`config.mk`:
```
export PLATFORM = sky130hd
export DESIGN_NAME = float_status_exception_unit
export DESIGN_NICKNAME = d
export VERILOG_FILES = /design/src/float_status_exception_unit.v
export VERILOG_INCLUDE_DIRS = /design/src
export SDC_FILE = /design/constraint.sdc
export NUM_CORES = 1
export LEC_CHECK = 0
export BUFFER_PORTS_ARGS = -buffer_cell sky130_fd_sc_hd__buf_4
export CAP_MARGIN = 20
export CORE_MARGIN = 2
export CORE_UTILIZATION = 36
export DETAILED_ROUTE_END_ITERATION = 8
export GPL_TIMING_DRIVEN = 0
export PLACE_DENSITY_LB_ADDON = 0.3
export SLEW_MARGIN = 20
export SYNTH_ARGS = -nofsm -noshare
export SYNTH_HDL_FRONTEND = slang
export SYNTH_SLANG_ARGS = --single-unit
export TNS_END_PERCENT = 1
```
`constraint.sdc`:
```
create_clock -name clk -period 1.8 [get_ports clk]
set_input_delay 0.18 -clock clk [delete_from_list [all_inputs] [get_ports clk]]
set_output_delay 0.18 -clock clk [all_outputs]
set_load 0.02 [all_outputs]
```
`src/float_status_map.vh`:
```
// Bit positions, codes and reset values of the float status and exception unit
`ifndef FLOAT_STATUS_MAP_VH
`define FLOAT_STATUS_MAP_VH
`define FSW_ERR 15
`define FSW_GDIS 14
`define FSW_RSV_HI 13
`define FSW_RSV_LO 12
`define FSW_UV_EN 11
`define FSW_UF_EN 10
`define FSW_OV_EN 9
`define FSW_CV_EN 8
`define FSW_DBL 7
`define FSW_LONG 6
`define FSW_CHOP 5
`define FSW_MAINT 4
`define FSW_NEG 3
`define FSW_ZERO 2
`define FSW_OVF 1
`define FSW_CARRY 0
`define FSW_WRITE_MASK 16'hcff0
`define FSW_RESET 16'h0000
`define FEC_RESET 4'h0
`define FEA_RESET 16'h0000
`define EXC_OPCODE 4'h2
`define EXC_DIVZERO 4'h4
`define EXC_CONV 4'h6
`define EXC_OVERFLOW 4'h8
`define EXC_UNDERFLOW 4'ha
`define EXC_UNDEFVAR 4'hc
`define EXC_MAINT 4'he
`define FLOAT_VECTOR 9'h0a4
`define EXP_OFFSET 9'h100
`endif

```
`src/float_status_exception_unit.v`:
```
// Float status word, mode bits and exception recording for a floating point processor
`timescale 1ns/1ps
`include "float_status_map.vh"
module float_status_exception_unit (
	// Clock and reset
	input wire clk,
	input wire rstn,
	// Status load and read
	input wire loadStatus,
	input wire [15:0] loadData,
	input wire kernelMode,
	output reg [15:0] statusWord_q,
	// Instruction completion from the sequencer
	input wire opDone,
	input wire [15:0] opAddr,
	input wire resNeg,
	input wire resZero,
	input wire resOverflow,
	input wire convCarry,
	// Exception conditions from the sequencer
	input wire excOpcode,
	input wire excDivZero,
	input wire excMaint,
	input wire excOverflow,
	input wire excUnderflow,
	input wire convIsConversion,
	input wire [32:0] convValue,
	input wire operandNegZero,
	input wire operandFromAcc,
	input wire opUsesUndefCheck,
	input wire opUndefAfterExec,
	input wire [8:0] resExponent,
	input wire resultNegZero,
	// Result steering to the datapath
	output reg forceZero_q,
	output reg [7:0] storedExponent_q,
	output reg abortBeforeExec_q,
	// Mode outputs
	output reg doublePrec_q,
	output reg longInt_q,
	output reg chopMode_q,
	output reg maintMode_q,
	// Exception record and interrupt
	output reg [3:0] excCode_q,
	output reg [15:0] excAddr_q,
	output reg irqReq_q,
	output reg [8:0] irqVector_q
);
	// Conversion overflow check against selected width
	function convFails;
		input [32:0] v;
		input isLong;
		begin
			if (isLong)
				convFails = (v[32] != v[31]);
			else
				convFails = (v[32:15] != {18{v[32]}});
		end
	endfunction

	// Result replaced by exact zero on an untrapped overflow or underflow, or on any failed conversion
	function zeroedResult;
		input ovf;
		input ovfEn;
		input udf;
		input udfEn;
		input convFail;
		begin
			zeroedResult = (ovf && !ovfEn) || (udf && !udfEn) || convFail;
		end
	endfunction

	wire gDis = statusWord_q[`FSW_GDIS];
	wire enUv = statusWord_q[`FSW_UV_EN];
	wire enUf = statusWord_q[`FSW_UF_EN];
	wire enOv = statusWord_q[`FSW_OV_EN];
	wire enCv = statusWord_q[`FSW_CV_EN];
	wire convBad = convIsConversion && convFails(convValue, statusWord_q[`FSW_LONG]);
	wire undefHit = opUsesUndefCheck && operandNegZero && !operandFromAcc;
	// Recorded exceptions, unmaskable ones first
	wire recOpc = excOpcode;
	wire recDiv = excDivZero;
	wire recMnt = excMaint && statusWord_q[`FSW_MAINT];
	wire recUv = undefHit && enUv;
	wire recOv = excOverflow && enOv;
	wire recUf = excUnderflow && enUf;
	wire recCv = convBad && enCv;
	wire anyRec = opDone && (recOpc || recDiv || recMnt || recUv || recOv || recUf || recCv);

	// Result steering helpers
	wire zeroRes = zeroedResult(excOverflow, enOv, excUnderflow, enUf, convBad);
	wire [8:0] expOvf = resExponent - `EXP_OFFSET;
	wire [8:0] expUdf = resExponent + `EXP_OFFSET;
	wire irqFire = anyRec && !gDis;

	// Trap sources in priority order, bit 0 first
	wire [6:0] recVec = {recMnt, recUf, recOv, recCv, recUv, recDiv, recOpc};
	wire [6:0] recHigher;
	genvar g;
	generate
		for (g = 0; g < 7; g = g + 1)
		begin : gPrio
			if (g == 0)
			begin : gFirst
				assign recHigher[g] = 1'b0;
			end
			else
			begin : gRest
				assign recHigher[g] = |recVec[g-1:0];
			end
		end
	endgenerate
	// One-hot winner selects the code
	wire [6:0] recWin = recVec & ~recHigher;
	reg [3:0] codeD;

	always @*
	begin
		case (recWin)
			7'h01: codeD = `EXC_OPCODE;
			7'h02: codeD = `EXC_DIVZERO;
			7'h04: codeD = `EXC_UNDEFVAR;
			7'h08: codeD = `EXC_CONV;
			7'h10: codeD = `EXC_OVERFLOW;
			7'h20: codeD = `EXC_UNDERFLOW;
			7'h40: codeD = `EXC_MAINT;
			default: codeD = `EXC_OPCODE;
		endcase
	end

	// Status word: load, then hardware flag updates
	reg [15:0] swD;
	always @*
	begin
		swD = statusWord_q;
		if (loadStatus)
		begin
			swD = (loadData & `FSW_WRITE_MASK) | (statusWord_q & ~`FSW_WRITE_MASK);
			swD[`FSW_MAINT] = kernelMode ? loadData[`FSW_MAINT] : statusWord_q[`FSW_MAINT];
			swD[`FSW_ERR] = loadData[`FSW_ERR];
		end
		if (opDone)
		begin
			swD[`FSW_NEG] = resNeg && !zeroRes;
			swD[`FSW_ZERO] = resZero || zeroRes;
			swD[`FSW_OVF] = resOverflow;
			swD[`FSW_CARRY] = convIsConversion && convCarry;
			if (anyRec)
				swD[`FSW_ERR] = 1'b1;
		end
		swD[`FSW_RSV_HI] = 1'b0;
		swD[`FSW_RSV_LO] = 1'b0;
	end

	// Status word, set flags win over a same-cycle load
	always @(posedge clk or negedge rstn)
	begin
		if (!rstn)
		begin
			statusWord_q <= `FSW_RESET;
		end
		else
		begin
			statusWord_q <= swD;
		end
	end

	// Precision mode mirror
	always @(posedge clk or negedge rstn)
	begin
		if (!rstn)
		begin
			doublePrec_q <= 1'b0;
		end
		else
		begin
			doublePrec_q <= swD[`FSW_DBL];
		end
	end

	// Integer length mirror
	always @(posedge clk or negedge rstn)
	begin
		if (!rstn)
		begin
			longInt_q <= 1'b0;
		end
		else
		begin
			longInt_q <= swD[`FSW_LONG];
		end
	end

	// Chop mode mirror
	always @(posedge clk or negedge rstn)
	begin
		if (!rstn)
		begin
			chopMode_q <= 1'b0;
		end
		else
		begin
			chopMode_q <= swD[`FSW_CHOP];
		end
	end

	// Maintenance mode mirror
	always @(posedge clk or negedge rstn)
	begin
		if (!rstn)
		begin
			maintMode_q <= 1'b0;
		end
		else
		begin
			maintMode_q <= swD[`FSW_MAINT];
		end
	end

	// Exception code, held until the next recorded trap
	always @(posedge clk or negedge rstn)
	begin
		if (!rstn)
		begin
			excCode_q <= `FEC_RESET;
		end
		else
		begin
			if (anyRec)
				excCode_q <= codeD;
		end
	end

	// Faulting instruction address
	always @(posedge clk or negedge rstn)
	begin
		if (!rstn)
		begin
			excAddr_q <= `FEA_RESET;
		end
		else
		begin
			if (anyRec)
				excAddr_q <= opAddr;
		end
	end

	// Interrupt request, one cycle per recorded trap while FSW_GDIS is clear
	always @(posedge clk or negedge rstn)
	begin
		if (!rstn)
		begin
			irqReq_q <= 1'b0;
		end
		else
		begin
			irqReq_q <= irqFire;
		end
	end

	// Shared vector for every trap
	always @(posedge clk or negedge rstn)
	begin
		if (!rstn)
		begin
			irqVector_q <= 9'h000;
		end
		else
		begin
			irqVector_q <= `FLOAT_VECTOR;
		end
	end

	// Exact zero on masked overflow, underflow, failed conversion or stray -0
	always @(posedge clk or negedge rstn)
	begin
		if (!rstn)
		begin
			forceZero_q <= 1'b0;
		end
		else
		begin
			forceZero_q <= opDone && (zeroRes
				|| (resultNegZero && !irqFire));
		end
	end

	// Stored exponent keeps the low eight bits, of the offset value only on a trapped overflow or underflow
	always @(posedge clk or negedge rstn)
	begin
		if (!rstn)
		begin
			storedExponent_q <= 8'h00;
		end
		else
		begin
			if (excOverflow && enOv)
				storedExponent_q <= expOvf[7:0];
			else if (excUnderflow && enUf)
				storedExponent_q <= expUdf[7:0];
			else
				storedExponent_q <= resExponent[7:0];
		end
	end

	// Undefined variable trap taken before execution
	always @(posedge clk or negedge rstn)
	begin
		if (!rstn)
		begin
			abortBeforeExec_q <= 1'b0;
		end
		else
		begin
			abortBeforeExec_q <= opDone && recUv && !opUndefAfterExec;
		end
	end
endmodule // float_status_exception_unit

```
==> results of run 1 <==
## registers in the layout, summed over array words and instances, names as in the netlist
signal	count
statusWord_q	14
storedExponent_q	8
forceZero_q	1
abortBeforeExec_q	1
irqReq_q	1
excCode_q	3
excAddr_q	16
irqVector_q	1
## worst max-delay path by stage
stage                                           end  cells past startpoint
after detailed placement   excAddr_q[9]$_DFFE_PN0P_                      8
after global placement     excAddr_q[7]$_DFFE_PN0P_                      8
final                      excAddr_q[9]$_DFFE_PN0P_                      9
after CTS                  excAddr_q[8]$_DFFE_PN0P_                      7
after floorplan           excAddr_q[10]$_DFFE_PN0P_                      7
after global routing       excAddr_q[9]$_DFFE_PN0P_                      7
## worst max-delay path, stage by stage
cell	delay [ns]
buf_6	0.09
or4_4	0.53
nor4_4	0.25
o22a_2	0.22
o21ai_4	0.10
o21ai_4	0.17
buf_12	0.15
buf_12	0.14
mux2_4	0.30
## cell usage after synthesis, drive strengths merged (2+ instances only)
cell type,instances
dfrtp,45
mux2,24
buf,17
nand2,10
nor2,7
o21ai,7
inv,4
nand3,4
nor3,4
a21oi,3
clkbuf,2
conb,2
nand2b,2
nand4,2
nand4b,2
nor4,2
o221ai,2
or3,2
or4,2
## power groups by stage
stage | sequential, W | combinational (W) | clock (W)
final | 0.00118 | 0.000775 | 0.000754
after global placement | 0.00119 | 0.000735 | 0
after floorplan | 0.00132 | 0.000249 | 0
after global routing | 0.00119 | 0.000827 | 0.000830
after CTS | 0.00118 | 0.000781 | 0.000779
after detailed placement | 0.00120 | 0.000746 | 0
## logic make-up (layout without fill, tap and decap cells)
group                     count (synthesis)  in the layout  share of synthesized area (%)
AOI/OAI and AO/OA                        20             20                           7.90
xor gates and xnor gates                  1              1                          0.439
buffers and inverters                    23            164                           8.15
DFF                                      45             45                           56.4
muxes                                    25             25                           15.5
other                                     2             10                          0.376
and+or+nand+nor                          42             42                           11.2
## metal layers
layer  track usage [%]  vias up  wire [um]
li1                  -      825          -
met1              18.0      833       1940
met2              30.8       84       2630
met3              7.36        4        589
met4              5.44        0         34
met5                 0        -          0
## area by class of cell
type	count	share of cell area [%]
multi-input combinational	98	23.2
tap	72	2.73
timing repair buffer	133	31.6
buffer	19	4.47
clock buffer	6	2.20
inverter	4	0.454
clock inverter	2	1.17
sequential	45	34.1
## repair_timing
| action | in CTS | in global routing |
|---|---|---|
| pin swaps | 4 | 0 |
| hold buffers | 9 | 0 |
| buffers inserted | 3 | 0 |
| endpoints found under the setup margin | 18 | 18 |
| gates resized for setup | 7 | 2 |
| hold endpoints to repair | 53 | 0 |
## per-stage QoR
step	hold slack (ns)	setup TNS [ns]
floorplan	-0.116	-3.10
global placement	0.220	-9.77
detailed placement	0.224	-11.63
CTS	0.0265	-1.47
global route	0.0318	-2.28
finish	0.0374	-1.83
==> results.json, run 1 <==
{
  "io_buffers": 121,
  "diodes": 0,
  "worstSetupStartpointType": "input pin",
  "rsz0062_at_grt": "true",
  "core_um2": 5440,
  "synth.area.top_cells": "dfrtp_1 56%, mux2_2 9.0%, buf_4 6.0%",
  "finalPower_w": 0.00271,
  "synthFlopType": "dfrtp_1",
  "final_antenna_net_count": 0,
  "cts_made_buffers": 5,
  "grt_max_degree": 46,
  "worstPathRequired_ns": 1.98,
  "placed_cells": 359,
  "status": "finished, violations left",
  "r2r_cells": 7,
  "seqCellArea_um2": 1130,
  "layout_common_cells": "136 x buf_4, 44 x dfrtp_1, 16 x mux2_2",
  "seq_power_share_pct": 43.5,
  "drtIter0Drc": 56,
  "fp.dieH_um": 78.5,
  "worst_slew_pin_slew_ns": 0.591,
  "clock_tree.root_cell": "clkbuf_8",
  "overflow": 0,
  "finalCritPeriodShare_pct": 109,
  "multi_input_area_um2": 768,
  "grt_pass1_vias": 1847,
  "grt_pass1_wl_mm": 8.19,
  "synth-edff-count": 0,
  "die_w_um": 78.5,
  "clk_path_buf_depth": 2,
  "synth_top_area_share_pct": 56.4,
  "clkSinkCount": 45,
  "p_sw_share_pct": 28.2,
  "p_leak_nw": 1.63,
  "antenna_found_initial": 0,
  "clock_latency_ns": 0.29,
  "routed_wl_mm": 5.20,
  "nFillCells": 463,
  "firstDrtPassIters": 6,
  "final_common_cell": "buf_4",
  "io_pins": 154,
  "netlist.top_cell.by_area": "dfrtp_1",
  "synth_area_um2": 2000,
  "hold_viol_final": 0,
  "slew-limit-headroom_pct": 60.2,
  "min_path_type": "input pin to flip-flop",
  "dr_total_vias": 1746,
  "post_dp_cell_area_um2": 3030,
  "path_class": "input pin to flip-flop",
  "reg2reg_to": "excAddr_q[9]$_DFFE_PN0P_",
  "hpwlAfterDp_mm": 3.91,
  "peakVddDrop_uv": 539,
  "track_usage_pct": 17.1,
  "synthArstFlopShare_pct": 100,
  "netlist_instances": 158,
  "setup_viol": 16,
  "final_nets": 400,
  "drv_slew": 0,
  "start_util_pct": 36.7,
  "row_count": 27,
  "p_switching_w": 0.000762,
  "power_frac_comb_pct": 28.6,
  "fin_area_um2": 3300,
  "drcViolationCount": 0,
  "r2r-start": "statusWord_q[9]$_DFFE_PN0P_",
  "violations": "setup timing",
  "crit_fanout": 10,
  "fin_crit_ns": 1.97,
  "place.gp.congestion": 0.810,
  "ys_ff_latch": 45,
  "pre_cts_slack_ns": -0.672,
  "min_to": "abortBeforeExec_q$_DFF_PN0_",
  "fin_cells": 379,
  "drv_cap": 0,
  "crit_path_end_kind": "flip-flop",
  "dieArea_um2": 6160,
  "finish.utilization_pct": 60.8,
  "clk_pin_slew_ns": 0.08,
  "p_int_w": 0.00194,
  "finClkSkew_ns": 0.00266,
  "pwr-share-clk_pct": 27.9,
  "yosysSeqAreaShare_pct": 56.4,
  "critPathArrivalTime_ns": 2.15,
  "crit_start": "convValue[25]",
  "fmax_ghz": 0.508,
  "wl_per_cell_um": 13.7,
  "ff2ff_setup_slack_ns": -0.14,
  "fin_ws_ns": -0.167,
  "yosysWarnings": 0,
  "cts_tree": "yes",
  "synth.distinct_cells": 37,
  "holdPathStages": 2,
  "power_density_nw_per_um2": 819,
  "hp-start": "opUndefAfterExec",
  "syn_to_final_growth_pct": 65.6,
  "drive_gt1_share_pct": 59.3,
  "syn_avg_cell_area_um2": 12.6,
  "drt-vias-per-instance": 4.61,
  "cts.htree.levels": 2
}
Power figures use the tool's default switching activity.
==> run 2, diff against run 1 <==
--- a/config.mk
+++ b/config.mk
@@ -8,12 +8,11 @@
 export LEC_CHECK = 0
 export BUFFER_PORTS_ARGS = -buffer_cell sky130_fd_sc_hd__buf_4
 export CAP_MARGIN = 20
-export CORE_MARGIN = 2
 export CORE_UTILIZATION = 36
 export DETAILED_ROUTE_END_ITERATION = 8
 export GPL_TIMING_DRIVEN = 0
 export PLACE_DENSITY_LB_ADDON = 0.3
-export SLEW_MARGIN = 20
+export SLEW_MARGIN = 30
 export SYNTH_ARGS = -nofsm -noshare
 export SYNTH_HDL_FRONTEND = slang
 export SYNTH_SLANG_ARGS = --single-unit
==> run 2 against run 1 <==
Net effect:
- the flow still finishes with violations (setup timing)
- combinational power increased by 4.4%
- via count up 1.9%
- critical path type is now flip-flop to flip-flop
- first-iteration DRC count up 55%
- sequential share of layout area shrank 0.57 points
- register-to-register slack about the same
- critical path depth fell by 3
- critical endpoint is now excAddr_q[11]$_DFFE_PN0P_
- highest routed layer unchanged
- setup slack improved by 0.027 ns
==> results.json, run 2 (synthesized netlist as in run 1, its figures left out) <==
{
  "status": "finished, violations left",
  "violations": "setup timing",
  "drt-vias-per-instance": 4.64,
  "crit_path_top_delay_cell": "dfrtp_2",
  "drive_gt1_share_pct": 59.7,
  "drv_slew": 0,
  "pwr-share-clk_pct": 28.4,
  "final_antenna_net_count": 0,
  "placed_cells": 357,
  "grt_pass1_vias": 1797,
  "ff2ff_setup_slack_ns": -0.14,
  "grt_pass1_wl_mm": 8.27,
  "worstPathRequired_ns": 1.98,
  "row_count": 26,
  "rsz0062_at_grt": "true",
  "io_pins": 154,
  "clkSinkCount": 45,
  "fin_ws_ns": -0.140,
  "peakVddDrop_uv": 578,
  "track_usage_pct": 18.0,
  "start_util_pct": 38.1,
  "clock_latency_ns": 0.29,
  "p_int_w": 0.00200,
  "antenna_found_initial": 0,
  "layout_common_cells": "144 x buf_4, 44 x dfrtp_1, 16 x mux2_4",
  "fmax_ghz": 0.515,
  "hpwlAfterDp_mm": 3.87,
  "r2r-start": "statusWord_q[9]$_DFFE_PN0P_",
  "post_dp_cell_area_um2": 3020,
  "firstDrtPassIters": 5,
  "crit_path_end_kind": "flip-flop",
  "drv_cap": 0,
  "core_um2": 5240,
  "crit_family": "compound AO/OA/AOI/OAI gates",
  "dieArea_um2": 5850,
  "crit_start": "statusWord_q[9]$_DFFE_PN0P_",
  "finalCritPeriodShare_pct": 108,
  "grt_max_degree": 46,
  "overflow": 0,
  "worst_slew_pin_slew_ns": 0.598,
  "drcViolationCount": 0,
  "setup_viol": 16,
  "pre_cts_slack_ns": -0.600,
  "final_nets": 406,
  "cts.htree.levels": 2,
  "fp.dieH_um": 76.5,
  "p_leak_nw": 1.69,
  "fin_crit_ns": 1.94,
  "path_cells": "a22o_1, a21o_1, or2_4, o21ai_4, buf_12, mux2_4",
  "drtIter0Drc": 87,
  "largest_registers": "excAddr_q (16), statusWord_q (14), storedExponent_q (8)",
  "endpoint": "excAddr_q[11]$_DFFE_PN0P_",
  "fin_cells": 383,
  "path_buf_inv": 1,
  "min_path_type": "input pin to flip-flop",
  "worstSetupStartpointType": "flip-flop",
  "power_frac_comb_pct": 29.1,
  "syn_to_final_growth_pct": 68.4,
  "reg2reg_to": "excAddr_q[11]$_DFFE_PN0P_",
  "p_sw_share_pct": 27.8,
  "hold_viol_final": 0,
  "dr_total_vias": 1779,
  "seq_power_share_pct": 42.4,
  "clk_path_buf_depth": 2,
  "max_stage_delay_ns": 0.41,
  "finClkSkew_ns": 0.00167,
  "slew-limit-headroom_pct": 59.7,
  "cts_made_buffers": 5,
  "cts_tree": "yes",
  "io_buffers": 121,
  "clock_tree.root_cell": "clkbuf_8",
  "multi_input_area_um2": 781,
  "r2r_cells": 6,
  "path_class": "flip-flop to flip-flop",
  "die_w_um": 76.5,
  "place.gp.congestion": 0.762,
  "max_flop_register": "excAddr_q",
  "path_depth": 6,
  "wl_per_cell_um": 13.6,
  "diodes": 0,
  "seqCellArea_um2": 1130,
  "final_common_cell": "buf_4",
  "nFillCells": 429,
  "power_density_nw_per_um2": 826,
  "largest_reg_flops": 16,
  "critPathArrivalTime_ns": 2.12,
  "hp-start": "opUndefAfterExec",
  "crit_fanout": 10,
  "p_switching_w": 0.000771,
  "fin_area_um2": 3360,
  "routed_wl_mm": 5.22,
  "clk_pin_slew_ns": 0.08
}
## run 2: cell count changes in the layout (fill, tap and decap cells not counted), moves of 2 or more
cell    before  now
mux2_4       8   16
buf_6        3    1
buf_4      136  144
mux2_2      16    8
## run 2: what timing repair did
item / CTS / global route
hold buffers: 9 / 0
hold endpoints to repair: 53 / 0
setup buffers: 3 / 6
endpoints found under the setup margin: 18 / 16
gates resized for setup: 4 / 9
cloned: 0 / 0
pin swaps: 2 / 4
## run 2: power by group through the flow
stage | Sequential (W) | Clock (W) | Combinational, W
2_1_floorplan | 0.00132 | 0 | 0.000249
4_1_cts | 0.00118 | 0.000810 | 0.000782
6_report | 0.00118 | 0.000789 | 0.000809
5_1_grt | 0.00119 | 0.000852 | 0.000865
3_3_place_gp | 0.00119 | 0 | 0.000734
3_5_place_dp | 0.00120 | 0 | 0.000746
## run 2: worst min-delay path by stage
stage / to / cells past startpoint
after CTS: abortBeforeExec_q$_DFF_PN0_ / 2
after global placement: excAddr_q[4]$_DFFE_PN0P_ / 1
after global routing: abortBeforeExec_q$_DFF_PN0_ / 2
after floorplan: abortBeforeExec_q$_DFF_PN0_ / 0
after detailed placement: excAddr_q[4]$_DFFE_PN0P_ / 1
final: abortBeforeExec_q$_DFF_PN0_ / 2
## run 2: layer usage
metal	global-route usage [%]	up-vias	part of all wire (%)
li1	-	834	-
met1	19.7	842	38
met2	32.0	95	51
met3	7.07	8	10
met4	4.81	0	1.1
met5	0	-	0
## run 2: final cells by class
cell class | instances | share of cell area, %
sequential | 45 | 33.5
timing repair buffer | 139 | 32.2
multi-input combinational | 98 | 23.2
buffer | 19 | 4.39
tap | 70 | 2.61
clock buffer | 6 | 2.46
clock inverter | 2 | 1.12
inverter | 4 | 0.447
## run 2: per-stage QoR
stage	setup TNS [ns]	hold WS, ns	util [%]	total power, W
floorplan	-3.10	-0.116	-	0.00157
global placement	-8.98	0.217	57.7	0.00193
detailed placement	-9.92	0.220	57.7	0.00194
CTS	-1.72	0.0244	62.7	0.00277
global route	-2.84	0.0144	64.2	0.00291
finish	-1.93	0.0299	64.2	0.00278
==> run 3, diff against run 2 <==
--- a/config.mk
+++ b/config.mk
@@ -8,6 +8,7 @@
 export LEC_CHECK = 0
 export BUFFER_PORTS_ARGS = -buffer_cell sky130_fd_sc_hd__buf_4
 export CAP_MARGIN = 20
+export CORE_ASPECT_RATIO = 0.7
 export CORE_UTILIZATION = 36
 export DETAILED_ROUTE_END_ITERATION = 8
 export GPL_TIMING_DRIVEN = 0
==> run 3 against run 2 <==
Net effect:
- the run still ends with setup timing left
- via count decreased by 0.45%
- final cell count increased by 1.6%
- final area increased by 1.6%
- non-clock buffer count increased by 4
- clock power decreased by 15%
- register-to-register slack about the same
- setup slack got worse by 0.0090 ns
- power decreased by 3.3%
- utilization increased by 0.44 points
- combinational power increased by 3.0%
- critical path depth increased by 1
- clock skew increased by 0.0087 ns
- critical path type unchanged
- largest power group unchanged
==> results.json, run 3 (synthesized netlist as in run 1, its figures left out) <==
{
  "status": "finished, violations left",
  "antenna_found_initial": 0,
  "crit_path_top_delay_cell": "dfrtp_2",
  "worstPathRequired_ns": 1.99,
  "drt-vias-per-instance": 4.55,
  "finClkSkew_ns": 0.0104,
  "start_util_pct": 37.8,
  "max_flop_register": "excAddr_q",
  "pwr-share-clk_pct": 25.0,
  "io_buffers": 121,
  "cts_tree": "yes",
  "drcViolationCount": 0,
  "placed_cells": 359,
  "setup_viol": 16,
  "syn_to_final_growth_pct": 71.1,
  "finish.utilization_pct": 64.6,
  "peakVddDrop_uv": 444,
  "clkSinkCount": 45,
  "grt_pass1_wl_mm": 8.36,
  "grt_max_degree": 46,
  "post_dp_cell_area_um2": 3030,
  "min_path_type": "input pin to flip-flop",
  "hold_viol_final": 0,
  "worstSetupStartpointType": "flip-flop",
  "p_switching_w": 0.000794,
  "fp.dieH_um": 64.3,
  "path_class": "flip-flop to flip-flop",
  "cp_common_cell": "buf_12",
  "clk_pin_slew_ns": 0.09,
  "largest_registers": "excAddr_q (16), statusWord_q (14), storedExponent_q (8)",
  "diodes": 0,
  "grt_pass1_vias": 1765,
  "clock_latency_ns": 0.30,
  "drv_cap": 0,
  "wl_per_cell_um": 13.7,
  "violations": "setup timing",
  "cts_made_buffers": 5,
  "fmax_ghz": 0.513,
  "whs_ns": 0.0352,
  "clock_tree.root_cell": "clkbuf_8",
  "routed_wl_mm": 5.34,
  "cts.htree.levels": 2,
  "io_pins": 154,
  "critPathArrivalTime_ns": 2.14,
  "path_buf_inv": 2,
  "layout_common_cells": "142 x buf_4, 44 x dfrtp_1, 14 x mux2_4",
  "finalCritPeriodShare_pct": 108,
  "power_frac_comb_pct": 31.1,
  "track_usage_pct": 19.1,
  "firstDrtPassIters": 5,
  "fin_area_um2": 3410,
  "drv_slew": 0,
  "die_w_um": 91.0,
  "crit_family": "compound AO/OA/AOI/OAI gates",
  "crit_fanout": 5,
  "p_leak_nw": 1.71,
  "worst_slew_pin_slew_ns": 0.552,
  "row_count": 22,
  "dr_total_vias": 1771,
  "p_int_w": 0.00189,
  "slew-limit-headroom_pct": 63.2,
  "power_density_nw_per_um2": 786,
  "path_cells": "a22o_1, a21o_1, or2_4, o21ai_4, buf_12, buf_12, mux2_4",
  "clk_path_buf_depth": 2,
  "seq_power_share_pct": 44.0,
  "fin_ws_ns": -0.149,
  "drtIter0Drc": 42,
  "finalPower_w": 0.00268,
  "drive_gt1_share_pct": 60.3,
  "crit_path_end_kind": "flip-flop",
  "rsz0062_at_grt": "true",
  "max_stage_delay_ns": 0.41,
  "hpwlAfterDp_mm": 3.77,
  "core_um2": 5290,
  "place.gp.congestion": 0.718,
  "final_antenna_net_count": 0,
  "fin_crit_ns": 1.95,
  "p_sw_share_pct": 29.6,
  "final_common_cell": "buf_4",
  "overflow": 0,
  "dieArea_um2": 5850,
  "final_nets": 410,
  "fin_cells": 389,
  "largest_reg_flops": 16
}
==> run 3: changes by cell type in the layout (fill, tap and decap cells not counted), sizes merged <==
cell    change
bufinv      -1
inv         +1
buf         +4
==> run 3: power groups by stage <==
stage / logic, W / clock network (W) / registers [W]
after floorplan: 0.000249 / 0 / 0.00132
after global placement: 0.000731 / 0 / 0.00120
after detailed placement: 0.000741 / 0 / 0.00120
after CTS: 0.000833 / 0.000688 / 0.00118
after global routing: 0.000885 / 0.000744 / 0.00120
final: 0.000833 / 0.000670 / 0.00118
==> run 3: stage by stage <==
| step | worst slack, ns | setup TNS, ns |
|---|---|---|
| finish | -0.149 | -1.87 |
| CTS | -0.146 | -1.76 |
| floorplan | -0.244 | -3.10 |
| detailed placement | -0.561 | -8.99 |
| global placement | -0.557 | -8.97 |
| global route | -0.219 | -3.06 |
==> run 3: repair_timing <==
action / in CTS / in global routing
setup buffers: 12 / 0
endpoints found under the setup margin: 18 / 18
gates resized for setup: 15 / 2
endpoints found under the hold margin: 53 / 0
hold buffers: 9 / 0
pin swaps: 8 / 3
gates cloned: 1 / 0
==> run 3: area by class of cell <==
class / instances / area [um^2]
Sequential cell: 45 / 1130
Multi-Input combinational cell: 98 / 772
Clock buffer: 6 / 82.6
Tap cell: 72 / 90.1
Clock inverter: 2 / 16.3
Buffer: 19 / 148
Fill cell: 445 / 1870
Inverter: 4 / 15.0
Timing Repair Buffer: 143 / 1160
==> run 3: final timing paths <==
kind,start,endpoint,slack (ns),depth (start not counted)
worst max-delay path,statusWord_q[9]$_DFFE_PN0P_,excAddr_q[10]$_DFFE_PN0P_,-0.15,7
worst min-delay path,opUndefAfterExec,abortBeforeExec_q$_DFF_PN0_,0.04,2
worst max register to register,statusWord_q[9]$_DFFE_PN0P_,excAddr_q[10]$_DFFE_PN0P_,-0.15,7
worst min register to register,statusWord_q[14]$_DFFE_PN0P_,irqReq_q$_DFF_PN0_,0.49,1
max in group asynchronous,rstn,statusWord_q[9]$_DFFE_PN0P_,0.99,2
min in group asynchronous,rstn,storedExponent_q[3]$_DFF_PN0_,0.41,2
==> run 3: routing by layer <==
layer  part of all wire (%)  up-vias  global-route usage (%)
met1                     41      835                    22.9
met4                   0.92        0                    5.95
met5                      0        -                       0
met2                     48       87                    31.9
li1                       -      845                       -
met3                    9.7        4                    7.26
